===== src/wdt_regs.vh =====
`ifndef WDT_REGS_VH
`define WDT_REGS_VH
// Register byte offsets (12-bit)
`define WDT_OFF_RELOAD     12'h000
`define WDT_OFF_COUNT      12'h004
`define WDT_OFF_CONTROL    12'h008
`define WDT_OFF_IRQ_CLEAR  12'h00C
`define WDT_OFF_RAW_IRQ    12'h010
`define WDT_OFF_MASKED_IRQ 12'h014
`define WDT_OFF_STALL      12'h418
`define WDT_OFF_LOCK       12'hC00
`define WDT_OFF_PID4       12'hFD0
`define WDT_OFF_PID5       12'hFD4
`define WDT_OFF_PID6       12'hFD8
`define WDT_OFF_PID7       12'hFDC
`define WDT_OFF_PID0       12'hFE0
`define WDT_OFF_PID1       12'hFE4
`define WDT_OFF_PID2       12'hFE8
`define WDT_OFF_PID3       12'hFEC
`define WDT_OFF_CID0       12'hFF0
`define WDT_OFF_CID1       12'hFF4
`define WDT_OFF_CID2       12'hFF8
`define WDT_OFF_CID3       12'hFFC
// Field positions
`define WDT_CTL_IRQ_EN_BIT 0
`define WDT_CTL_RST_EN_BIT 1
`define WDT_STALL_BIT      8
// Reset values and keys
`define WDT_RELOAD_RESET   32'h0FFFFFFF
`define WDT_UNLOCK_KEY     32'h1ACCE551
`define WDT_LOCKED_READ    32'h00000001
`define WDT_UNLOCKED_READ  32'h00000000
// Bus responses
`define WDT_RESP_OKAY      2'h0
`define WDT_RESP_SLVERR    2'h2
`endif


===== src/wdt_top.v =====
// Functional notes
// - Reload write loads counter immediately
// - Reload of zero raises interrupt at once
// - Count register reads live counter
// - Control writes ignored once irq enabled
// - Control bit 1 gates reset output
// - Irq enable sticky until hardware reset
// - Clear write clears irq, reloads counter
// - Clear register write-only, reads as zero
// - Raw status bit 0 shows unmasked irq
// - Masked status is raw AND enable
// - Unlock key enables register writes
// - Other lock values re-impose lock
// - Lock read returns lock state
// - Stall bit halts counting during debug
// - First zero raises irq and reloads
// - Second zero with irq pending resets
// - Reload write keeps pending irq
// - Enabling irq restarts from reload value
//
// The implementer's own choice: the AXI4-Lite interface to the registers.
`timescale 1ns/1ps
`include "wdt_regs.vh"

module wdt_top #(
  parameter [31:0] PID0 = 32'h00000000,  // Arbitrary identity value
  parameter [31:0] PID1 = 32'h00000000,  // Arbitrary identity value
  parameter [31:0] PID2 = 32'h00000000,  // Arbitrary identity value
  parameter [31:0] PID3 = 32'h00000000,  // Arbitrary identity value
  parameter [31:0] PID4 = 32'h00000000,  // Arbitrary identity value
  parameter [31:0] PID5 = 32'h00000000,  // Arbitrary identity value
  parameter [31:0] PID6 = 32'h00000000,  // Arbitrary identity value
  parameter [31:0] PID7 = 32'h00000000,  // Arbitrary identity value
  parameter [31:0] CID0 = 32'h00000000,  // Arbitrary identity value
  parameter [31:0] CID1 = 32'h00000000,  // Arbitrary identity value
  parameter [31:0] CID2 = 32'h00000000,  // Arbitrary identity value
  parameter [31:0] CID3 = 32'h00000000   // Arbitrary identity value
) (
  // Clock and reset
  input  wire        aclk,
  input  wire        aresetn,
  // AXI4-Lite write address
  input  wire [11:0] s_axi_awaddr,
  input  wire        s_axi_awvalid,
  output reg         s_axi_awready,
  // AXI4-Lite write data
  input  wire [31:0] s_axi_wdata,
  input  wire [3:0]  s_axi_wstrb,
  input  wire        s_axi_wvalid,
  output reg         s_axi_wready,
  // AXI4-Lite write response
  output reg  [1:0]  s_axi_bresp,
  output reg         s_axi_bvalid,
  input  wire        s_axi_bready,
  // AXI4-Lite read address
  input  wire [11:0] s_axi_araddr,
  input  wire        s_axi_arvalid,
  output reg         s_axi_arready,
  // AXI4-Lite read data
  output reg  [31:0] s_axi_rdata,
  output reg  [1:0]  s_axi_rresp,
  output reg         s_axi_rvalid,
  input  wire        s_axi_rready,
  // Debug halt from processor (asynchronous pin)
  input  wire        cpu_halted,
  // Watchdog outputs
  output reg         watchdog_irq,
  output reg         watchdog_reset
);

  // ****************************************
  // Behaviour overview
  // ****************************************
  // Counter runs only once the irq enable bit is set
  // Irq enable is sticky, so the counter cannot be stopped by software
  // Only a hardware reset clears irq enable and the reset output
  // First time-out sets the raw flag and reloads the counter
  // Second time-out with raw flag still set may drive system reset
  // Reset output stays high until the next hardware reset
  // Interrupt output is raw flag gated by irq enable, one cycle later, except a clear write drops it on the same edge
  // Masked status read uses the same gating, without the delay
  // Clear write drops the raw flag and restarts from the reload value
  // Reload write restarts the counter but never clears the raw flag
  // Reload of zero sets the raw flag on the same edge
  // Enabling the interrupt restarts the counter from the reload value
  //
  // Same-edge priority on the counter:
  //   reload write, then clear write, then enable, then counting
  // A reload write on a time-out edge hides that time-out
  // A clear write on a time-out edge wins over the time-out
  // Hazard: software that keeps clearing never reaches second time-out
  //
  // Lock behaviour:
  //   lock register is reachable whatever the lock state
  //   the unlock key opens every other register for writes
  //   any other lock value closes them again
  //   locked writes still answer OKAY, they just have no effect
  //   lock reads return the state, never the written word
  //
  // Control register:
  //   writable while irq enable is still zero
  //   needs the low byte strobe to take effect
  //   reset enable must be set in the same write as irq enable,
  //   since that write also loads bit 1 and later writes are dropped
  //
  // Debug stall:
  //   stall bit needs the second byte strobe
  //   halt pin is asynchronous, so it is synchronised first
  //   counting stops two to three cycles after halt rises
  //   counting resumes two to three cycles after halt falls
  //   the count value is kept across the stall
  //
  // Bus behaviour:
  //   address and data may arrive in either order
  //   the write response follows one cycle after both are held
  //   a new write is taken only after the response handshake
  //   reads answer one cycle after the address is taken
  //   read data is captured at the address handshake
  //   unmapped or read-only write addresses answer SLVERR
  //   unmapped read addresses answer SLVERR with zero data
  //   address bits 1 and 0 are ignored
  //
  // Limitations:
  //   identity registers are fixed parameters, not configurable
  //   the clear register reads as zero, software must not rely on it
  //   count reads are a snapshot, the counter moves on meanwhile

  // ****************************************
  // State
  // ****************************************
  reg [31:0] reload_value;
  reg [31:0] count_value;
  reg        irq_enable;
  reg        reset_output_enable;
  reg        raw_irq;
  reg        stall_enable;
  reg        locked;
  reg        halt_meta;
  reg        halt_sync;
  // Write channel capture
  reg        aw_held;
  reg        w_held;
  reg [11:0] aw_addr;
  reg [31:0] w_data;
  reg [3:0]  w_strb;

  wire       wr_fire;
  wire       wr_open;
  wire       running;
  wire       at_zero;
  wire [31:0] strb_mask;
  wire [31:0] reload_merged;
  wire       wr_reload;
  wire       wr_control;
  wire       wr_clear;
  wire       wr_stall;
  wire       wr_lock;
  wire       next_irq_enable;
  reg        wr_hit;
  reg [31:0] rd_word;
  reg        rd_hit;

  // ****************************************
  // Debug halt synchroniser
  // ****************************************
  always @(posedge aclk) begin
    if (!aresetn) begin
      halt_meta <= 1'b0;
      halt_sync <= 1'b0;
    end else begin
      halt_meta <= cpu_halted;
      halt_sync <= halt_meta;
    end
  end

  // ****************************************
  // AXI4-Lite write path
  // ****************************************
  // Accept address and data in either order, respond after both
  // Each channel ready drops once its item is held
  // Both readies return after the response handshake
  // Register effects land on the edge that raises bvalid
  always @(posedge aclk) begin
    if (!aresetn) begin
      s_axi_awready <= 1'b1;
      s_axi_wready  <= 1'b1;
      s_axi_bvalid  <= 1'b0;
      s_axi_bresp   <= `WDT_RESP_OKAY;
      aw_held       <= 1'b0;
      w_held        <= 1'b0;
      aw_addr       <= 12'h000;
      w_data        <= 32'h00000000;
      w_strb        <= 4'h0;
    end else begin
      if (s_axi_awvalid && s_axi_awready) begin
        aw_held       <= 1'b1;
        aw_addr       <= s_axi_awaddr;
        s_axi_awready <= 1'b0;
      end
      if (s_axi_wvalid && s_axi_wready) begin
        w_held       <= 1'b1;
        w_data       <= s_axi_wdata;
        w_strb       <= s_axi_wstrb;
        s_axi_wready <= 1'b0;
      end
      if (wr_fire) begin
        aw_held      <= 1'b0;
        w_held       <= 1'b0;
        s_axi_bvalid <= 1'b1;
        s_axi_bresp  <= wr_hit ? `WDT_RESP_OKAY : `WDT_RESP_SLVERR;
      end
      if (s_axi_bvalid && s_axi_bready) begin
        s_axi_bvalid  <= 1'b0;
        s_axi_awready <= 1'b1;
        s_axi_wready  <= 1'b1;
      end
    end
  end

  assign wr_fire = aw_held && w_held && !s_axi_bvalid;
  // Lock register always reachable, others only when unlocked
  assign wr_open = wr_fire && !locked;
  assign strb_mask = {{8{w_strb[3]}}, {8{w_strb[2]}}, {8{w_strb[1]}}, {8{w_strb[0]}}};
  assign reload_merged = (w_data & strb_mask) | (reload_value & ~strb_mask);
  assign wr_reload  = wr_open && (aw_addr[11:2] == `WDT_OFF_RELOAD >> 2);
  assign wr_control = wr_open && (aw_addr[11:2] == `WDT_OFF_CONTROL >> 2) && !irq_enable;
  assign wr_clear   = wr_open && (aw_addr[11:2] == `WDT_OFF_IRQ_CLEAR >> 2);
  assign wr_stall   = wr_open && (aw_addr[11:2] == `WDT_OFF_STALL >> 2) && w_strb[1];
  assign wr_lock    = wr_fire && (aw_addr[11:2] == `WDT_OFF_LOCK >> 2);
  assign next_irq_enable = wr_control && w_strb[0] && w_data[`WDT_CTL_IRQ_EN_BIT];

  // Writable address decode
  // Count, status and identity words are read-only
  // Any other address is unmapped
  always @* begin
    case (aw_addr[11:2])
      `WDT_OFF_RELOAD >> 2:    wr_hit = 1'b1;
      `WDT_OFF_CONTROL >> 2:   wr_hit = 1'b1;
      `WDT_OFF_IRQ_CLEAR >> 2: wr_hit = 1'b1;
      `WDT_OFF_STALL >> 2:     wr_hit = 1'b1;
      `WDT_OFF_LOCK >> 2:      wr_hit = 1'b1;
      default:                 wr_hit = 1'b0;
    endcase
  end

  // ****************************************
  // Configuration registers
  // ****************************************
  always @(posedge aclk) begin
    if (!aresetn) begin
      reload_value        <= `WDT_RELOAD_RESET;
      irq_enable          <= 1'b0;
      reset_output_enable <= 1'b0;
      stall_enable        <= 1'b0;
      locked              <= 1'b0;
    end else begin
      if (wr_reload)
        reload_value <= reload_merged;
      if (wr_control && w_strb[0]) begin
        irq_enable          <= w_data[`WDT_CTL_IRQ_EN_BIT];
        reset_output_enable <= w_data[`WDT_CTL_RST_EN_BIT];
      end
      if (wr_stall)
        stall_enable <= w_data[`WDT_STALL_BIT];
      if (wr_lock)
        locked <= (w_data != `WDT_UNLOCK_KEY);
    end
  end

  // ****************************************
  // Down counter and time-out logic
  // ****************************************
  // Counting gated by enable and synchronised debug halt
  // Stall only applies while the stall bit is set
  assign running = irq_enable && !(stall_enable && halt_sync);
  assign at_zero = (count_value == 32'h00000000);

  always @(posedge aclk) begin
    if (!aresetn) begin
      count_value    <= `WDT_RELOAD_RESET;
      raw_irq        <= 1'b0;
      watchdog_irq   <= 1'b0;
      watchdog_reset <= 1'b0;
    end else begin
      if (wr_reload) begin
        count_value <= reload_merged;
        if (reload_merged == 32'h00000000)
          raw_irq <= 1'b1;
      end else if (wr_clear) begin
        count_value <= reload_value;
        raw_irq     <= 1'b0;
      end else if (next_irq_enable) begin
        count_value <= reload_value;
      end else if (running) begin
        if (at_zero) begin
          count_value <= reload_value;
          if (raw_irq && reset_output_enable)
            watchdog_reset <= 1'b1;
          raw_irq <= 1'b1;
        end else begin
          count_value <= count_value - 32'h00000001;
        end
      end
      watchdog_irq <= (wr_clear ? 1'b0 : raw_irq) & irq_enable;
    end
  end

  // ****************************************
  // AXI4-Lite read path
  // ****************************************
  // Read decode
  always @* begin
    rd_hit = 1'b1;
    case (s_axi_araddr[11:2])
      `WDT_OFF_RELOAD >> 2:     rd_word = reload_value;
      `WDT_OFF_COUNT >> 2:      rd_word = count_value;
      `WDT_OFF_CONTROL >> 2:    rd_word = {30'h00000000, reset_output_enable, irq_enable};
      `WDT_OFF_IRQ_CLEAR >> 2:  rd_word = 32'h00000000;
      `WDT_OFF_RAW_IRQ >> 2:    rd_word = {31'h00000000, raw_irq};
      `WDT_OFF_MASKED_IRQ >> 2: rd_word = {31'h00000000, raw_irq & irq_enable};
      `WDT_OFF_STALL >> 2:      rd_word = {23'h000000, stall_enable, 8'h00};
      `WDT_OFF_LOCK >> 2:       rd_word = locked ? `WDT_LOCKED_READ : `WDT_UNLOCKED_READ;
      `WDT_OFF_PID4 >> 2:       rd_word = PID4;
      `WDT_OFF_PID5 >> 2:       rd_word = PID5;
      `WDT_OFF_PID6 >> 2:       rd_word = PID6;
      `WDT_OFF_PID7 >> 2:       rd_word = PID7;
      `WDT_OFF_PID0 >> 2:       rd_word = PID0;
      `WDT_OFF_PID1 >> 2:       rd_word = PID1;
      `WDT_OFF_PID2 >> 2:       rd_word = PID2;
      `WDT_OFF_PID3 >> 2:       rd_word = PID3;
      `WDT_OFF_CID0 >> 2:       rd_word = CID0;
      `WDT_OFF_CID1 >> 2:       rd_word = CID1;
      `WDT_OFF_CID2 >> 2:       rd_word = CID2;
      `WDT_OFF_CID3 >> 2:       rd_word = CID3;
      default: begin
        rd_word = 32'h00000000;
        rd_hit  = 1'b0;
      end
    endcase
  end

  // One read at a time, data one cycle after address
  // Read data held stable until the master takes it
  // Address ready returns the cycle after the data handshake
  // Hazard avoided: live counter captured once, not tracked
  always @(posedge aclk) begin
    if (!aresetn) begin
      s_axi_arready <= 1'b1;
      s_axi_rvalid  <= 1'b0;
      s_axi_rdata   <= 32'h00000000;
      s_axi_rresp   <= `WDT_RESP_OKAY;
    end else begin
      if (s_axi_arvalid && s_axi_arready) begin
        s_axi_arready <= 1'b0;
        s_axi_rvalid  <= 1'b1;
        s_axi_rdata   <= rd_word;
        s_axi_rresp   <= rd_hit ? `WDT_RESP_OKAY : `WDT_RESP_SLVERR;
      end else if (s_axi_rvalid && s_axi_rready) begin
        s_axi_rvalid  <= 1'b0;
        s_axi_arready <= 1'b1;
      end
    end
  end

endmodule // wdt_top


===== config.mk =====
export PLATFORM = sky130hd
export DESIGN_NAME = wdt_top
export DESIGN_NICKNAME = d
export VERILOG_FILES = /design/src/wdt_top.v
export VERILOG_INCLUDE_DIRS = /design/src
export SDC_FILE = /design/constraint.sdc
export NUM_CORES = 1
export LEC_CHECK = 0
export ABC_CLOCK_PERIOD_IN_PS = 4760
export BUFFER_PORTS_ARGS = -buffer_cell sky130_fd_sc_hd__buf_2
export CAP_MARGIN = 20
export CELL_PAD_IN_SITES_DETAIL_PLACEMENT = 0
export CELL_PAD_IN_SITES_GLOBAL_PLACEMENT = 1
export CORE_ASPECT_RATIO = 1.5
export CORE_MARGIN = 2
export CORE_UTILIZATION = 35
export CTS_BUF_LIST = sky130_fd_sc_hd__clkbuf_8
export DETAILED_ROUTE_END_ITERATION = 6
export PLACE_DENSITY_LB_ADDON = 0.12
export REMOVE_ABC_BUFFERS = 1
export SYNTH_ARGS = -nofsm -noshare
export SYNTH_HDL_FRONTEND = slang
export SYNTH_SLANG_ARGS = --single-unit

===== constraint.sdc =====
create_clock -name aclk -period 4.76 [get_ports aclk]
set_input_delay 0.476 -clock aclk [delete_from_list [all_inputs] [get_ports aclk]]
set_output_delay 0.476 -clock aclk [all_outputs]
set_load 0.01 [all_outputs]

==> summary.txt <==
Detailed routing
  – Via count of the routed design: approximately 7400
  – DR WL/cell: 19.2 um
  – 1st-iter DRT viols: 463
  – Routed WL: around 26 mm
  – DRC errors left: 0
  – Antenna-violating nets left: 0
  – First drt pass iteration count: 5
  – Via/cell ratio: 5.48

Global routing
  – Wire length of the first global-routing pass: 40.8 mm
  – GRT Overall Usage: 22.0%
  – Grt ovf: 0
  – Initial antenna violation count: 0
  – Largest net degree at the start of global routing: 65
  – Vias in the first global route: 7253

Flow run
  – Max_cap viols: 0

Outcome
  – Status: finished clean

Clock tree
  – # hold bufs at CTS: 0
  – Num CTS Buffers: 17
  – Clk sink count: 160
  – H-tree levels: 4
  – PostCTS Resize Cnt: 0
  – Clock buffer depth: 2
  – Clk slew on worst S/H paths: 0.09 ns
  – Clock latency on the worst-skew pair: about 0.49 ns
  – Clock Root Buffer: clkbuf_8
  – Post-CTS Setup Repair Bufs: 0
  – CTS tree: done

Logic synthesis
  – Syn Area/Cell: 8.02 sq um
  – Yosys cell types: 72
  – Asr flop ratio synth: 0%
  – Warnings from Yosys: 0
  – Top FF cell, synth: dfxtp_1
  – Post-synthesis sequential area ratio: ~40%
  – EDFF count, synth: 0
  – Synthesized area: 7870 sq um
  – Synth Register Bits: 160
  – Mapped Cells: 981

Timing
  – Min cycle time layout: 3.52 ns
  – Worst setup margin: 1.24 ns
  – Slew HR: 35.9%
  – Period utilisation layout: 73.9%
  – Hold WS: between 0.15 and 0.2 ns
  – Worst-Margin Slew: 0.960 ns
  – Slew Viols, Final: 0
  – Hold Vio Cnt, Final: 0
  – RSZ-0062 raised after global routing: no
  – Setup violators final: 0
  – Worst Clk Skew: ~0.014 ns
  – Max Fclk: 0.284 GHz
  – Final setup TNS: 0 ns

Layout
  – Commonest non-fill, non-tap cell in the layout: nand2_1
  – Final instance area: 9030 sq um
  – Nets: 1128
  – Inserted Diodes: 0
  – Most frequent cells in the layout: nand2_1 (192), dfxtp_1 (160), buf_2 (104)
  – Share of layout cells above drive strength 1: 17.3%
  – Area Growth Syn to Fin: 14.7%
  – Post-layout util: 40.6%
  – Post-Layout Cell Count: 1347

Floorplan
  – Die area: roughly 24000 sq um
  – Chip height: between 150 and 200 um
  – Core ar.: 22200 sq um
  – Die Width: around 130 um
  – Initial Utilization: 35.4%
  – FP Rows: 67
  – Boundary Pins: 111

Placement
  – Placed cell area: 8610 sq um
  – Final RePlAce weighted congestion: 0.828
  – Dpl hpwl: ~18 mm
  – Port Buffer Count: 104
  – Placed cells: 1315
  – Pre-CTS WS: 1.26 ns

Worst setup path
  – Worst path required time: 5.14 ns
  – CP top delay family: simple AND/OR/NAND/NOR gates
  – Slowest-stage cell, CP: or4_1
  – Worst path max stage delay: 0.83 ns
  – Crit path arrival time: 3.90 ns
  – Startpoint Class: flop
  – Crit-path most repeated cell: or4_1
  – Critical path fanouts, max: 34
  – Critical path buffer and inverter count: 1
  – Worst setup EP type: flop
  – CP Class: reg -> reg
  – Worst path cell trace: or4_1 -> or4_1 -> o32ai_4 -> buf_4 -> a21oi_1 -> a21o_1 -> a221o_1

Power and ir drop
  – Peak VDD IR: approximately 190 uV
  – Static Leak: 3.45 nW
  – Pwr dens: 303 nW/um^2
  – Tot Pwr: around 2.7 mW

Hold path
  – Min-delay worst type: in -> reg
[layer usage]
layer	track usage (%)	share of wire (%)	vias up
li1	-	-	3668
met1	27.6	44	3498
met2	37.5	50	175
met3	4.11	4.2	38
met4	7.78	2.4	0
met5	0	0	-
[where the power goes]
part | switching (mW) | leakage, nW | total, mW | internal, mW
clock network | 0.546 | 0.194 | 1.08 | 0.529
registers | 0.0496 | 1.30 | 1.42 | 1.37
logic | 0.144 | 1.95 | 0.232 | 0.0876
[Yosys cell counts, types with 10 or more instances]
cell type	count	area, sq um
a221o_1	11	110
o21ai_0	67	335
a22oi_1	32	240
nor3_1	30	150
dfxtp_1	160	3200
inv_1	15	56.3
nand3_1	22	110
a21oi_1	89	445
mux2i_1	48	480
xnor2_1	13	114
nor4_1	15	93.8
nand2_1	193	724
xor2_1	10	87.6
clkbuf_1	50	188
o21ai_1	12	60.1
nor2_1	61	229
[state kept, by name, indices dropped and copies added, names as in the netlist, 4 cells and up]
signal	flops
w_strb	4
w_data	32
aw_addr	10
count_value	32
reload_value	32
s_axi_rdata	32
[worst reg2reg max path, cell delays in order, from the launching register on]
cell     delay [ns]
dfxtp_1        0.40
or4_1          0.65
or4_1          0.83
o32ai_4        0.58
buf_4          0.44
a21oi_1        0.09
a21o_1         0.16
a221o_1        0.28
[cells by family (layout without fill, tap and decap cells)]
logic type / after synthesis / count (layout) / synth area share [%]
DFF: 160 / 160 / 40.7
buffers and inverters: 84 / 173 / 4.66
AOI/OAI and AO/OA: 259 / 259 / 20.6
xor gates and xnor gates: 23 / 23 / 2.56
muxes: 56 / 56 / 7.25
other: 1 / 2 / 0.0476
and+or+nand+nor: 396 / 396 / 23.9
adders and majority gates: 2 / 2 / 0.318
[path summary, 6_finish.rpt]
| check | startpoint | end | slack, ns | depth (start not counted) |
|---|---|---|---|---|
| hold / removal | cpu_halted | halt_meta | 0.20 | 2 |
| hold reg to reg | halt_meta | halt_sync | 0.44 | 1 |
| setup / recovery | count_value[15] | count_value[4] | 1.24 | 7 |
| setup reg to reg | count_value[15] | count_value[4] | 1.24 | 7 |
[cell type report]
cell class,count,area [sq um]
fillers,2335,13200
multi-input cells,738,4320
flip-flops and latches,160,3200
repair buffers,126,686
well taps,276,345
clock buffers,18,248
clock inverters,14,166
inverters,15,56.3
(Power assumes the default switching activity.)
